==> config.mk <==
export PLATFORM = sky130hd
export DESIGN_NAME = sbt_tap
export DESIGN_NICKNAME = d
export VERILOG_FILES = /design/src/rtl/sbt_pkg.sv /design/src/rtl/sbt_tap.sv
export VERILOG_INCLUDE_DIRS = /design/src /design/src/rtl
export SDC_FILE = /design/constraint.sdc
export NUM_CORES = 1
export LEC_CHECK = 0
export BUFFER_PORTS_ARGS = -buffer_cell sky130_fd_sc_hd__buf_4
export CORE_AREA = 2 2 136 138
export DETAILED_ROUTE_END_ITERATION = 16
export DIE_AREA = 0 0 138 140
export PLACE_DENSITY = 0.72
export SLEW_MARGIN = 0
export SYNTH_ARGS = -nofsm -noshare
export SYNTH_HDL_FRONTEND = slang
export SYNTH_SLANG_ARGS = --single-unit
export TNS_END_PERCENT = 20
==> constraint.sdc <==
create_clock -name ref_clk -period 15.65 [get_ports ref_clk]
set_input_delay 3.13 -clock ref_clk [delete_from_list [all_inputs] [get_ports ref_clk]]
set_output_delay 3.13 -clock ref_clk [all_outputs]
set_load 0.005 [all_outputs]
==> src/rtl/sbt_consts.svh <==
`ifndef SBT_CONSTS_SVH
`define SBT_CONSTS_SVH

// ==========================================================
// register widths
`define SBT_IR_LEN          3
`define SBT_ID_LEN          32
`define SBT_BSR_LEN_X36     71
`define SBT_BSR_LEN_X18     52
`define SBT_BSR_LEN_X72     110

// ==========================================================
// instruction codes
`define SBT_INS_EXTEST      3'h0
`define SBT_INS_IDCODE      3'h1
`define SBT_INS_SAMPLE_Z    3'h2
`define SBT_INS_SAMPLE      3'h4
`define SBT_INS_BYPASS      3'h7

// ==========================================================
// capture and reset values
`define SBT_IR_CAPTURE      3'h1
`define SBT_IR_RESET        `SBT_INS_IDCODE
// arbitrary identification value, bit 0 is the presence flag
`define SBT_ID_CODE_DEFAULT 32'h1A2B_0001
`define SBT_ID_PRESENT_BIT  0

// ==========================================================
// buffering and clocks
`define SBT_FIFO_DEPTH      4
`define SBT_REF_CLK_MHZ     50
`define SBT_TCK_MAX_MHZ     20

`endif

==> src/rtl/sbt_pkg.sv <==
`include "sbt_consts.svh"

package sbt_pkg;

  // ========================================================
  // controller states
  typedef enum logic [3:0] {
    SBT_TLR    = 4'b0000,
    SBT_RTI    = 4'b0001,
    SBT_SEL_DR = 4'b0010,
    SBT_CAP_DR = 4'b0011,
    SBT_SH_DR  = 4'b0100,
    SBT_EX1_DR = 4'b0101,
    SBT_PA_DR  = 4'b0110,
    SBT_EX2_DR = 4'b0111,
    SBT_UPD_DR = 4'b1000,
    SBT_SEL_IR = 4'b1001,
    SBT_CAP_IR = 4'b1010,
    SBT_SH_IR  = 4'b1011,
    SBT_EX1_IR = 4'b1100,
    SBT_PA_IR  = 4'b1101,
    SBT_EX2_IR = 4'b1110,
    SBT_UPD_IR = 4'b1111
  } sbt_state_t;

  // ========================================================
  // test pins as sampled
  typedef struct packed {
    logic tck;
    logic tms;
    logic tdi;
  } sbt_pins_t;

  // one serial output step queued for the falling edge
  typedef struct packed {
    logic bit_out;
    logic drive;
  } sbt_out_t;

endpackage

==> src/rtl/sbt_tap.sv <==
`timescale 1ns/100ps
`default_nettype none
`include "sbt_consts.svh"

// Behaviour
// [RL1] inputs taken at tck rise, outputs changed only at tck fall; mem_out_hiz and tap_in_reset follow the rise
// [RL2] tms steers controller at rise; tms and tdi idle high
// [RL3] serial data enters at msb, leaves from lsb
// [RL4] tdo driven only in shift states, floating from reset
// [RL5] five tms-high rising edges reach reset without touching memory
// [RL6] one register between tdi and tdo, chosen by held instruction
// [RL7] three-bit instruction, identification after power-up and reset state
// [RL8] capture-ir loads 01 into the two low instruction bits
// [RL9] bypass is one bit, cleared when bypass executes
// [RL10] boundary register captures pins, then shifts in shift-dr
// [RL11] identification instruction captures fixed 32-bit code and shifts it
// [RL12] the controller never loads the three reserved codes; the code loads them at update-ir and runs them as bypass
// [RL13] instruction shifted in shift-ir, takes effect at update-ir
// [RL14] no drive or preload into memory; such instructions only capture
// [RL15] all-zero instruction acts as sample and floats memory outputs
// [RL16] identification code comes out on tdo in shift-dr
// [RL17] floated sample shifts boundary register and floats memory outputs
// [RL18] sample captures all input and two-way pins at capture-dr
// [RL19] update-dr under sample does nothing, like pause-dr
// [RL20] test clock kept at or below 20 MHz
// [RL21] bypass instruction puts only the bypass bit in shift-dr path
// [RL22] boundary length 71, 52 or 110 bits by width variant
// [RL23] bit 0 of identification code reads one
// [RL24] sixteen-state controller steered by tms at each rising edge

// ==========================================================
// small fifo between rising-edge logic and falling-edge output
module sbt_fifo #(
  parameter int WIDTH = 2,
  parameter int DEPTH = `SBT_FIFO_DEPTH
) (
  input  wire logic             ref_clk,
  input  wire logic             rst,
  input  wire logic             in_valid,
  output logic                  in_ready,
  input  wire logic [WIDTH-1:0] in_data,
  output logic                  out_valid,
  input  wire logic             out_ready,
  output logic [WIDTH-1:0]      out_data
);
  localparam int AW = (DEPTH > 1) ? $clog2(DEPTH) : 1;
  localparam logic [AW:0]   FULL_CNT = (AW + 1)'(DEPTH);
  localparam logic [AW-1:0] LAST_IDX = AW'(DEPTH - 1);

  logic [WIDTH-1:0] mem [DEPTH];
  logic [AW-1:0]    wr_ptr;
  logic [AW-1:0]    rd_ptr;
  logic [AW:0]      count;
  wire              push;
  wire              pop;
  wire  [AW-1:0]    next_wr_ptr;
  wire  [AW-1:0]    next_rd_ptr;

  assign in_ready    = (count != FULL_CNT);
  assign out_valid   = (count != '0);
  assign out_data    = mem[rd_ptr];
  assign push        = in_valid && in_ready;
  assign pop         = out_valid && out_ready;
  assign next_wr_ptr = (wr_ptr == LAST_IDX) ? '0 : wr_ptr + 1'b1;
  assign next_rd_ptr = (rd_ptr == LAST_IDX) ? '0 : rd_ptr + 1'b1;

  always_ff @(posedge ref_clk) begin
    if (push) begin
      mem[wr_ptr] <= in_data;
    end
  end

  always_ff @(posedge ref_clk or posedge rst) begin
    if (rst) begin
      wr_ptr <= '0;
      rd_ptr <= '0;
      count  <= '0;
    end else begin
      if (push) begin
        wr_ptr <= next_wr_ptr;
      end
      if (pop) begin
        rd_ptr <= next_rd_ptr;
      end
      if (push && !pop) begin
        count <= count + 1'b1;
      end else if (pop && !push) begin
        count <= count - 1'b1;
      end
    end
  end
endmodule

// ==========================================================
// test access port
module sbt_tap #(
  // [RL22] boundary length
  parameter int                     BSR_LEN = `SBT_BSR_LEN_X36,
  parameter logic [`SBT_ID_LEN-1:0] ID_CODE = `SBT_ID_CODE_DEFAULT
) (
  input  wire logic               ref_clk,
  input  wire logic               rst,
  input  wire logic               tck,
  input  wire logic               tms,
  input  wire logic               tdi,
  input  wire logic [BSR_LEN-1:0] io_ring,
  output logic                    tdo,
  output logic                    tdo_oe,
  output logic                    mem_out_hiz,
  output logic                    tap_in_reset
);
  import sbt_pkg::*;

  localparam int IRL = `SBT_IR_LEN;
  localparam int IDL = `SBT_ID_LEN;

  // ========================================================
  // pin synchronisers
  // tms and tdi rest high so a floating pin reads as one
  localparam sbt_pins_t PIN_IDLE = '{tck: 1'b0, tms: 1'b1, tdi: 1'b1};

  sbt_pins_t          pin_s1;
  sbt_pins_t          pin_s2;
  logic               tck_d;
  logic [BSR_LEN-1:0] ring_s1;
  logic [BSR_LEN-1:0] ring_s2;

  // [RL2] idle-high pins
  always_ff @(posedge ref_clk or posedge rst) begin
    if (rst) begin
      pin_s1 <= PIN_IDLE;
      pin_s2 <= PIN_IDLE;
      tck_d  <= 1'b0;
    end else begin
      pin_s1 <= '{tck: tck, tms: tms, tdi: tdi};
      pin_s2 <= pin_s1;
      tck_d  <= pin_s2.tck;
    end
  end

  // ring values are only stable if the memory side holds them still
  always_ff @(posedge ref_clk or posedge rst) begin
    if (rst) begin
      ring_s1 <= '0;
      ring_s2 <= '0;
    end else begin
      ring_s1 <= io_ring;
      ring_s2 <= ring_s1;
    end
  end

  // ========================================================
  // edge detection
  // [RL20] slow test clock
  // each tck phase must span several ref_clk cycles or edges merge
  wire tck_rise;
  wire tck_fall;
  assign tck_rise = pin_s2.tck && !tck_d;
  assign tck_fall = !pin_s2.tck && tck_d;

  logic rise_pend;
  logic tms_hold;
  logic tdi_hold;
  wire  work;
  wire  step;
  wire  fifo_in_ready;
  wire  tms_use;
  wire  tdi_use;

  // a rising edge waits here while the output queue is full
  assign work    = tck_rise || rise_pend;
  assign step    = work && fifo_in_ready;
  // [RL1] sample at rise
  assign tms_use = tck_rise ? pin_s2.tms : tms_hold;
  assign tdi_use = tck_rise ? pin_s2.tdi : tdi_hold;

  always_ff @(posedge ref_clk or posedge rst) begin
    if (rst) begin
      rise_pend <= 1'b0;
      tms_hold  <= 1'b1;
      tdi_hold  <= 1'b1;
    end else begin
      rise_pend <= work && !fifo_in_ready;
      if (tck_rise) begin
        tms_hold <= pin_s2.tms;
        tdi_hold <= pin_s2.tdi;
      end
    end
  end

  // ========================================================
  // controller
  sbt_state_t state;
  sbt_state_t next_state;
  sbt_state_t move_state;

  // [RL24] standard sequence
  always_comb begin
    move_state = state;
    case (state)
      SBT_TLR:    move_state = tms_use ? SBT_TLR    : SBT_RTI;
      SBT_RTI:    move_state = tms_use ? SBT_SEL_DR : SBT_RTI;
      SBT_SEL_DR: move_state = tms_use ? SBT_SEL_IR : SBT_CAP_DR;
      SBT_CAP_DR: move_state = tms_use ? SBT_EX1_DR : SBT_SH_DR;
      SBT_SH_DR:  move_state = tms_use ? SBT_EX1_DR : SBT_SH_DR;
      SBT_EX1_DR: move_state = tms_use ? SBT_UPD_DR : SBT_PA_DR;
      SBT_PA_DR:  move_state = tms_use ? SBT_EX2_DR : SBT_PA_DR;
      SBT_EX2_DR: move_state = tms_use ? SBT_UPD_DR : SBT_SH_DR;
      SBT_UPD_DR: move_state = tms_use ? SBT_SEL_DR : SBT_RTI;
      // [RL5] tms high walks every state to reset within five edges
      SBT_SEL_IR: move_state = tms_use ? SBT_TLR    : SBT_CAP_IR;
      SBT_CAP_IR: move_state = tms_use ? SBT_EX1_IR : SBT_SH_IR;
      SBT_SH_IR:  move_state = tms_use ? SBT_EX1_IR : SBT_SH_IR;
      SBT_EX1_IR: move_state = tms_use ? SBT_UPD_IR : SBT_PA_IR;
      SBT_PA_IR:  move_state = tms_use ? SBT_EX2_IR : SBT_PA_IR;
      SBT_EX2_IR: move_state = tms_use ? SBT_UPD_IR : SBT_SH_IR;
      SBT_UPD_IR: move_state = tms_use ? SBT_SEL_DR : SBT_RTI;
      default:    move_state = SBT_TLR;
    endcase
  end

  assign next_state = step ? move_state : state;

  always_ff @(posedge ref_clk or posedge rst) begin
    if (rst) begin
      state <= SBT_TLR;
    end else begin
      state <= next_state;
    end
  end

  // ========================================================
  // instruction decode
  logic [IRL-1:0] instr;
  logic [IRL-1:0] ir_sr;
  wire            sel_id;
  wire            sel_bsr;
  wire            sel_byp;
  wire            float_out;

  // [RL14] extest only captures, never drives
  assign sel_bsr   = (instr == `SBT_INS_EXTEST) ||
                     (instr == `SBT_INS_SAMPLE) ||
                     (instr == `SBT_INS_SAMPLE_Z);
  assign sel_id    = (instr == `SBT_INS_IDCODE);
  // [RL12] reserved codes fall back to the bypass path
  assign sel_byp   = !sel_bsr && !sel_id;
  // [RL15] all-zero floats outputs
  // [RL17] floated sample floats outputs
  assign float_out = (instr == `SBT_INS_EXTEST) ||
                     (instr == `SBT_INS_SAMPLE_Z);

  // ========================================================
  // scan registers
  logic               bypass_bit;
  logic [IDL-1:0]     id_sr;
  logic [BSR_LEN-1:0] bsr;

  logic [IRL-1:0]     next_instr;
  logic [IRL-1:0]     next_ir_sr;
  logic               next_bypass_bit;
  logic [IDL-1:0]     next_id_sr;
  logic [BSR_LEN-1:0] next_bsr;

  always_comb begin
    next_instr      = instr;
    next_ir_sr      = ir_sr;
    next_bypass_bit = bypass_bit;
    next_id_sr      = id_sr;
    next_bsr        = bsr;
    if (step) begin
      case (state)
        // [RL8] fixed capture pattern
        SBT_CAP_IR: next_ir_sr = `SBT_IR_CAPTURE;
        // [RL3] enter at msb
        SBT_SH_IR:  next_ir_sr = {tdi_use, ir_sr[IRL-1:1]};
        // [RL13] takes effect here
        SBT_UPD_IR: next_instr = ir_sr;
        SBT_CAP_DR: begin
          if (sel_id) begin
            // [RL11] hardwired code
            // [RL23] presence bit forced
            next_id_sr = ID_CODE | IDL'(1) << `SBT_ID_PRESENT_BIT;
          end else if (sel_bsr) begin
            // [RL10] capture ring
            // [RL18] pin snapshot
            next_bsr = ring_s2;
          end else begin
            // [RL9] bypass cleared
            next_bypass_bit = 1'b0;
          end
        end
        SBT_SH_DR: begin
          // [RL6] only the selected register moves
          if (sel_id) begin
            next_id_sr = {tdi_use, id_sr[IDL-1:1]};
          end else if (sel_bsr) begin
            next_bsr = {tdi_use, bsr[BSR_LEN-1:1]};
          end else begin
            next_bypass_bit = tdi_use;
          end
        end
        // [RL19] update-dr has no preload stage to write
        default: begin
        end
      endcase
      // [RL7] identification on entering reset
      if (move_state == SBT_TLR) begin
        next_instr = `SBT_IR_RESET;
      end
    end
  end

  // [RL7] identification after power-up
  always_ff @(posedge ref_clk or posedge rst) begin
    if (rst) begin
      instr      <= `SBT_IR_RESET;
      ir_sr      <= '0;
      bypass_bit <= 1'b0;
      id_sr      <= '0;
      bsr        <= '0;
    end else begin
      instr      <= next_instr;
      ir_sr      <= next_ir_sr;
      bypass_bit <= next_bypass_bit;
      id_sr      <= next_id_sr;
      bsr        <= next_bsr;
    end
  end

  // ========================================================
  // serial output path
  // decided at the rise, queued, and put on the pin at the fall
  wire      in_shift_ir;
  wire      in_shift_dr;
  wire      dr_lsb;
  sbt_out_t out_push;
  sbt_out_t out_head;
  wire      fifo_out_valid;

  assign in_shift_ir    = (move_state == SBT_SH_IR);
  assign in_shift_dr    = (move_state == SBT_SH_DR);
  // [RL16] identification lsb
  // [RL21] bypass alone
  assign dr_lsb         = sel_id  ? next_id_sr[0] :
                          sel_bsr ? next_bsr[0]   : next_bypass_bit;
  // [RL3] leave from lsb
  assign out_push = '{bit_out: in_shift_ir ? next_ir_sr[0] : dr_lsb,
                      drive:   in_shift_ir || in_shift_dr};

  sbt_fifo #(
    .WIDTH ($bits(sbt_out_t)),
    .DEPTH (`SBT_FIFO_DEPTH)
  ) u_out_fifo (
    .ref_clk   (ref_clk),
    .rst       (rst),
    .in_valid  (work),
    .in_ready  (fifo_in_ready),
    .in_data   (out_push),
    .out_valid (fifo_out_valid),
    .out_ready (tck_fall),
    .out_data  (out_head)
  );

  // [RL1] change at fall
  // [RL4] floating from reset and outside shift states
  always_ff @(posedge ref_clk or posedge rst) begin
    if (rst) begin
      tdo    <= 1'b0;
      tdo_oe <= 1'b0;
    end else if (tck_fall && fifo_out_valid) begin
      tdo    <= out_head.bit_out;
      tdo_oe <= out_head.drive;
    end
  end

  // ========================================================
  // status towards the memory
  // [RL5] reset leaves memory operation alone
  always_ff @(posedge ref_clk or posedge rst) begin
    if (rst) begin
      mem_out_hiz  <= 1'b0;
      tap_in_reset <= 1'b1;
    end else begin
      mem_out_hiz  <= float_out;
      tap_in_reset <= (state == SBT_TLR);
    end
  end
endmodule

`default_nettype wire

==> out/metrics.yaml, run 1 <==
hold_violations: 0
vdd_drop_max_mv: 0.1218
finalSetupTns_ns: 0
yosysSeqAreaShare_pct: 71.97
drv_slew: 0
core_area_sq_mm: 0.01778
cp_slowest_cell: "dfstp_2"
drc: 0
clockBufferDepth: 3
grt_max_degree: 133
synth_top_family_by_area: "compound AO/OA/AOI/OAI gates"
fin_nets: 936
grt_overflow: 0
max_freq_ghz: 0.2351
clkTransAtPathRegs_ns: 0.06
critPathKind: "reg2out"
diodes: 0
cts_root_buf: "clkbuf_16"
swShare_pct: 28.53
routed_via_density: 5.489
num_rows: 49
synth-compound-area-share_pct: 13.68
antenna_found_initial: 0
synth_cells: 787
cts_tree: "done"
rsz0062_at_grt: "no"
port_buffers: 79
drtPass1Iterations: 5
yosys.area_share.adder_pct: 0.9530
path_cells: "buf_4"
clkSinkCount: 285
yosysWarningCount: 0
seqPwrFrac_pct: 49.6
cp-end-kind: "primary output"
synth_fp_nets: 870
ys_seq_elements: 285
setup_viol: 0
syn_area_per_cell_sq_um: 12.68
htree_levels: 1
initial_core_util_pct: 56.12
pwr_density_cell_mw_per_mm2: 173.3
min_path_type: "reg2reg"
vias: 6054
power_switching_uw: 572.9
wire_per_inst_um: 15.56
required_ns: 12.52
drtIter0Drc: 542
placed_cells: 1052
p_leak_uw: 0.005013
internal-power_uw: 1435
worstPathBufferInverterCount: 1
first_global_vias: 5985
ys.flop_type: "dfrtp_1"
grt_pass1_wl_mm: 29.10
cts_made_buffers: 28
p_comb_share_pct: 18.2
synth.area.mux_share_pct: 1.705
ant_nets: 0
die_h_um: 140
gp_congestion: 0.7975
arrival_ns: 1.12
ioPinCount: 80
cts_hold_buf: 0
whs_ns: 0.3418
slowest_delay_ns: 0.51
clkLatencyLatePin_ns: 0.52
final_layout_size_suffix_gt1_share_pct: 17.62
cts.repair.resized: 0
async_flop_share_pct: 97.19
drv_cap: 0
synthXorXnorAreaFrac_pct: 0.2633
fill_cells: 1304
fin_cells: 1103
synth_edf_count: 8
tightestPinTransition_ns: 1.036
syn2layout_area_growth_pct: 16.15
max_slew_margin_pct: 30.91
post-route-period-util_pct: 27.18
post_cts_buffers: 0
die_x_um: 138
grt.total_usage_pct: 17.95
p_total_uw: 2008
ys_types: 60
cp_max_fo: 1
fin_crit_ns: 4.253
post-route-util_pct: 65.19
clock_power_share_pct: 32.1
setup.worst_path.start_class: "register"
crit_family: "flip-flops"
dp_hpwl_mm: 9.836
die_area_sq_mm: 0.01932
fin_skew_ns: 0.01158
syn_area_sq_mm: 0.009978
yosys.area_share.simple_pct: 8.426
finalWirelength_mm: 17.17
status: "finished clean"
## cell families after synthesis
family	Yosys count
xor gates and xnor gates	3
adders and majority gates	7
AOI/OAI and AO/OA	221
muxes	12
DFF	285
buffers and inverters	63
and+or+nand+nor	196
## power groups by stage
stage	logic (uW)	clock network (uW)	registers [uW]
6_report	366	646	997
5_1_grt	417	696	1020
4_1_cts	369	663	997
3_5_place_dp	364	0	1000
3_3_place_gp	340	0	997
2_1_floorplan	302	0	960
## through the flow
stage                     worst slack (ns)  cell area (sq um)
final                                11.40              11590
after floorplan                      4.896               9978
after CTS                            11.29              11590
after detailed placement             10.73              10680
after global placement               10.81              10680
after global routing                 11.04              11590
## flip-flops by register name, indices dropped and copies added, names as in the netlist
name	flops
pin_s2	3
instr	3
id_sr	32
ring_s2	71
u_out_fifo.count	3
tdo	1
tck_d	1
tms_hold	1
mem_out_hiz	1
u_out_fifo.mem	8
bsr	71
state	4
tap_in_reset	1
pin_s1	3
u_out_fifo.wr_ptr	2
bypass_bit	1
ir_sr	3
rise_pend	1
ring_s1	71
tdi_hold	1
tdo_oe	1
u_out_fifo.rd_ptr	2
## worst paths after layout
check	start	to	slack [ns]	cells past startpoint
worst max register to register	state[0]	u_out_fifo.mem[1][1]	12.75	5
max in group asynchronous	rst	tdo_oe	11.41	3
worst min-delay path	ring_s1[7]	ring_s2[7]	0.34	0
min in group asynchronous	rst	bsr[59]	2.76	2
worst max-delay path	tap_in_reset	tap_in_reset	11.40	1
worst min register to register	ring_s1[7]	ring_s2[7]	0.34	0
## layout by cell type (no fill, tap or decap), types with 8 or more instances in the layout
cell type and n:
nor2_1 89, clkbuf_16 29, a21oi_1 81, clkbuf_1 11, o21ai_1 31, dfstp_2 8, dfrtp_1 269, inv_1 10
edfxtp_1 8, o21ai_0 13, buf_4 86, nand2_1 73, a22oi_1 73
## layout make-up
class	instances	area (sq um)	area share, %
clock inverter	8	98.84	0.8529
tap	229	286.5	2.472
multi-input combinational	439	2512	21.68
timing repair buffer	86	645.6	5.571
inverter	13	56.30	0.4858
clock buffer	43	808.3	6.974
sequential	285	7182	61.97
## routing by layer
layer / wire, um / global-route usage, % / share of wire, % / vias to the layer above
li1: - / - / - / 2849
met5: 0 / 0 / 0 / -
met4: 336 / 4.941 / 2.0 / 0
met1: 7507 / 26.34 / 44 / 2995
met3: 861 / 2.838 / 5.0 / 36
met2: 8462 / 28.53 / 49 / 174
## cell usage after synthesis (4+ instances only)
library cell,number,area [sq um]
buf_2,23,115.1
edfxtp_1,8,240.2
nor3_1,4,20.02
nand2_1,73,274.0
o21ai_1,31,155.2
o21ai_0,13,65.06
dfrtp_1,269,6731
mux2_2,6,67.56
ha_1,6,75.07
and2_1,8,50.05
a21oi_1,81,405.4
nor2_1,89,334.1
inv_1,11,41.29
clkbuf_1,20,75.07
a22oi_1,73,548.0
dfstp_2,8,210.2
(Power assumes the default switching activity.)
==> run 2, diff against run 1 <==
- CORE_AREA: 2 2 136 138 -> 2 2 141 143
- DIE_AREA: 0 0 138 140 -> 0 0 143 145
- PLACE_DENSITY: 0.72 -> 0.7
- clock period: 15.65 -> 3.48 ns (I/O delays scaled with it)
==> run 2 against run 1 <==
Effect of this change: largest cell class unchanged; power rose to 4.5 times the previous value; global-route usage down 0.81 points; clock-buffer cell count unchanged; cell count up 3.7%; cell area up 1.3%; utilization down 4.0 points; worst setup slack worse by 10 ns; register-to-register slack worse by 12 ns.
==> out/metrics.yaml, run 2 (synthesized netlist as in run 1, its figures left out) <==
first_global_vias: 5894
num_rows: 51
path_cells: "nor3b_2 > o221ai_2 > or3_1 > buf_12 > mux2_4"
cp_max_fo: 30
ioPinCount: 80
cts_root_buf: "clkbuf_16"
dp_hpwl_mm: 9.843
seqCellArea_sq_mm: 0.007182
setup_viol: 0
required_ns: 3.88
multi_input_area_sq_mm: 0.002511
drv_cap: 0
pwr_density_cell_mw_per_mm2: 762.4
setup.worst_path.start_class: "register"
r2r_cells: 5
vdd_drop_max_mv: 0.5435
finalWirelength_mm: 16.89
clkTransAtPathRegs_ns: 0.06
met3_wirelength_um: 785
routed_via_density: 5.146
post_cts_buffers: 0
clkLatencyLatePin_ns: 0.52
initial_core_util_pct: 51.95
post-route-util_pct: 61.16
port_buffers: 79
clkSinkCount: 285
fin_crit_ns: 2.531
swShare_pct: 28.66
layout_common_cells: "269 x dfrtp_1, 89 x nor2_1, 85 x buf_4, 81 x a21oi_1"
fin_cells: 1144
regToRegStartpoint: "state[2]"
drtPass1Iterations: 5
power_switching_uw: 2566
min_path_type: "in2async"
worstPathBufferInverterCount: 1
reg.largest.list: "bsr (71), ring_s1 (71), ring_s2 (71)"
cts.repair.resized: 0
hold_violations: 0
post-route-period-util_pct: 72.74
clock_power_share_pct: 31.2
drtIter0Drc: 315
tightestPinTransition_ns: 0.7709
placed_cells: 1095
critPathKind: "reg2reg"
arrival_ns: 2.93
cp-end-kind: "register"
r2r_end: "id_sr[31]"
crit_family: "simple AND/OR/NAND/NOR gates"
highest_layer: "met4"
ant_nets: 0
status: "finished clean"
core_area_sq_mm: 0.01921
wire_per_inst_um: 14.77
diodes: 0
antenna_found_initial: 0
syn2layout_area_growth_pct: 17.72
fin_skew_ns: 0.01420
clockBufferDepth: 3
vias: 5887
p_comb_share_pct: 19.5
die_h_um: 145
wl_met2_mm: 8.287
wl_met1_mm: 7.513
rrSetupSlack_ns: 0.95
rsz0062_at_grt: "no"
htree_levels: 1
p_leak_uw: 0.005068
cts_hold_buf: 0
cts_tree: "done"
internal-power_uw: 6389
die_x_um: 143
max_freq_ghz: 0.3951
drc: 0
grt.total_usage_pct: 17.14
final_common_cell: "dfrtp_1"
grt_overflow: 0
fill_cells: 1480
gp_congestion: 0.7913
final_layout_size_suffix_gt1_share_pct: 18.43
cp_slowest_cell: "dfrtp_1"
drv_slew: 0
grt_pass1_wl_mm: 29.27
fin_nets: 943
max_slew_margin_pct: 48.50
cts_made_buffers: 28
grt_max_degree: 135
die_area_sq_mm: 0.02074
slowest_delay_ns: 0.74
seqPwrFrac_pct: 49.3
## run 2: power groups by stage
stage / Clock [uW] / Sequential, uW / Combinational [uW]
finish: 2790 / 4420 / 1750
global route: 3020 / 4500 / 2000
CTS: 2860 / 4420 / 1770
detailed placement: 0 / 4450 / 1740
global placement: 0 / 4440 / 1670
floorplan: 0 / 4320 / 1360
## run 2: area by class of cell
| cell class | count | share of cell area, % |
|---|---|---|
| Inverter | 13 | 0.4474 |
| Timing Repair Buffer | 93 | 6.796 |
| Clock inverter | 6 | 0.2769 |
| Sequential cell | 285 | 61.14 |
| Multi-Input combinational cell | 439 | 21.38 |
| Clock buffer | 43 | 7.137 |
| Tap cell | 265 | 2.823 |
## run 2: layer usage
layer | up-vias | GRT usage (%)
met5 | - | 0
met4 | 0 | 4.455
met3 | 28 | 2.970
met2 | 124 | 26.12
met1 | 2866 | 25.90
li1 | 2869 | -
## run 2: worst max path at each step
stage	startpoint	end	slack [ns]	cells past startpoint
finish	state[2]	id_sr[31]	0.95	5
global route	state[1]	bsr[47]	0.73	5
CTS	state[0]	bsr[67]	0.95	6
detailed placement	state[2]	id_sr[31]	0.98	5
global placement	state[2]	id_sr[31]	1.02	5
floorplan	rst	bsr[0]	-0.87	1
## run 2: stage by stage
step	total power, uW	hold WS [ns]	area, sq um	setup TNS, ns	setup slack [ns]
2_1_floorplan	5676	0.3312	9982	-235.33	-0.8748
3_3_place_gp	6109	0.3313	10880	0	1.024
3_5_place_dp	6193	0.3347	10880	0	0.9830
4_1_cts	9058	0.2588	11750	0	0.9468
5_1_grt	9528	0.2526	11750	0	0.7320
6_report	8956	0.2752	11750	0	0.9488
==> run 3, diff against run 2 <==
- clock period: 3.48 -> 2.05 ns (I/O delays scaled with it)
==> run 3 against run 2 <==
Effect of this change: via count grew 8.7%; first-iteration DRC count up 43%; sequential power grew 68%; die area unchanged; clock power up 78%; clock-buffer cell count is 3 lower; critical path depth up 2; register-to-register slack worse by 0.87 ns; largest cell class unchanged.
==> out/metrics.yaml, run 3 (synthesized netlist as in run 1, its figures left out) <==
die_x_um: 143
rsz0062_at_grt: "yes"
max_freq_ghz: 0.5071
first_global_vias: 6592
grt.total_usage_pct: 18.95
finalWirelength_mm: 18.60
dp_hpwl_mm: 10.25
setup_viol: 0
setup.worst_path.start_class: "register"
initial_core_util_pct: 51.95
final_layout_size_suffix_gt1_share_pct: 20.51
clkTransAtPathRegs_ns: 0.06
ant_nets: 0
grt_overflow: 0
grt_max_degree: 97
min_path_type: "in2async"
post-route-period-util_pct: 96.19
clockBufferDepth: 3
ioPinCount: 80
die_area_sq_mm: 0.02074
port_buffers: 79
critPathKind: "reg2reg"
place_ws_ns: -0.005919
cp_max_fo: 2
fin_skew_ns: 0.01172
grt_pass1_wl_mm: 32.00
drv_slew: 0
post-route-util_pct: 67.06
wire_per_inst_um: 14.88
num_rows: 51
drc: 0
drv_cap: 0
vdd_drop_max_mv: 0.7807
cp-end-kind: "register"
reg.largest.list: "bsr (71), ring_s1 (71), ring_s2 (71)"
fin_crit_ns: 1.972
postLayoutCellArea_sq_mm: 0.01288
startpoint: "u_out_fifo.count[0]"
drtIter0Drc: 451
final_common_cell: "dfrtp_1"
p_leak_uw: 0.005586
cts_tree: "done"
tightestPinTransition_ns: 0.7114
setup_slack_ns: 0.07807
die_h_um: 145
hold_violations: 0
drtPass1Iterations: 5
placed_area_sq_mm: 0.01120
status: "finished clean"
regToRegStartpoint: "u_out_fifo.count[0]"
syn2layout_area_growth_pct: 29.09
clkSinkCount: 285
vias: 6397
cts_made_buffers: 28
core_area_sq_mm: 0.01921
pwr_density_cell_mw_per_mm2: 1228
gp_congestion: 0.7954
max_slew_margin_pct: 52.47
clkLatencyLatePin_ns: 0.53
arrival_ns: 2.38
rrSetupSlack_ns: 0.08
layout_common_cells: "269 x dfrtp_1, 110 x buf_4, 89 x nor2_1, 81 x a21oi_1, 74 x dlygate4sd3_1"
antenna_found_initial: 0
routed_via_density: 5.118
diodes: 0
required_ns: 2.46
cts_root_buf: "clkbuf_16"
htree_levels: 1
fin_nets: 1049
## run 3: power by group
| part | internal (uW) | switching (uW) |
|---|---|---|
| registers | 6770 | 640 |
| clock network | 2930 | 2050 |
| logic | 1610 | 1820 |
## run 3: path summary, 6_finish.rpt
check | to | cells after the start
max | u_out_fifo.count[1] | 7
max reg2reg | u_out_fifo.count[1] | 7
min | state[0] | 2
min reg2reg | ring_s2[22] | 0
min in group ref_clk | ring_s2[22] | 0
max in group asynchronous | instr[0] | 3
## run 3: through the flow
step                      hold WS (ns)  total power (uW)  setup TNS [ns]  cells
after global routing           0.01013             16770         -0.1175   1250
after floorplan                 0.3312              9635         -551.94    787
after global placement          0.3315             10620               0   1127
final                          0.01250             15820               0   1250
after CTS                     0.003714             15930               0   1250
after detailed placement        0.3347             10750       -0.005919   1127
## run 3: timing repair
action	4_1_cts	5_1_grt
endpoints found under the setup margin	1	38
setup buffers	0	0
hold buffers	74	0
hold endpoints to repair	74	0
resized for setup	2	4
## run 3: critical path: stages, from the launching register on
cell and delay (ns):
dfrtp_1 0.38, or3b_4 0.41, o21ai_2 0.08, inv_2 0.05, ha_1 0.21, inv_1 0.07
fa_1 0.39, mux2_2 0.27
## run 3: layout make-up
class | count | area, sq um
sequential | 285 | 7182
fill | 1391 | 6326
multi-input combinational | 439 | 2534
timing repair buffer | 199 | 1867
clock buffer | 40 | 827.0
tap | 265 | 331.6
clock inverter | 9 | 87.58
inverter | 13 | 52.55
## run 3: layer usage
metal / vias up / share of wire (%) / global-route usage (%)
li1: 3071 / - / -
met1: 3197 / 44 / 26.16
met2: 105 / 51 / 31.79
met3: 24 / 3.5 / 3.036
met4: 0 / 1.6 / 4.554
met5: - / 0 / 0
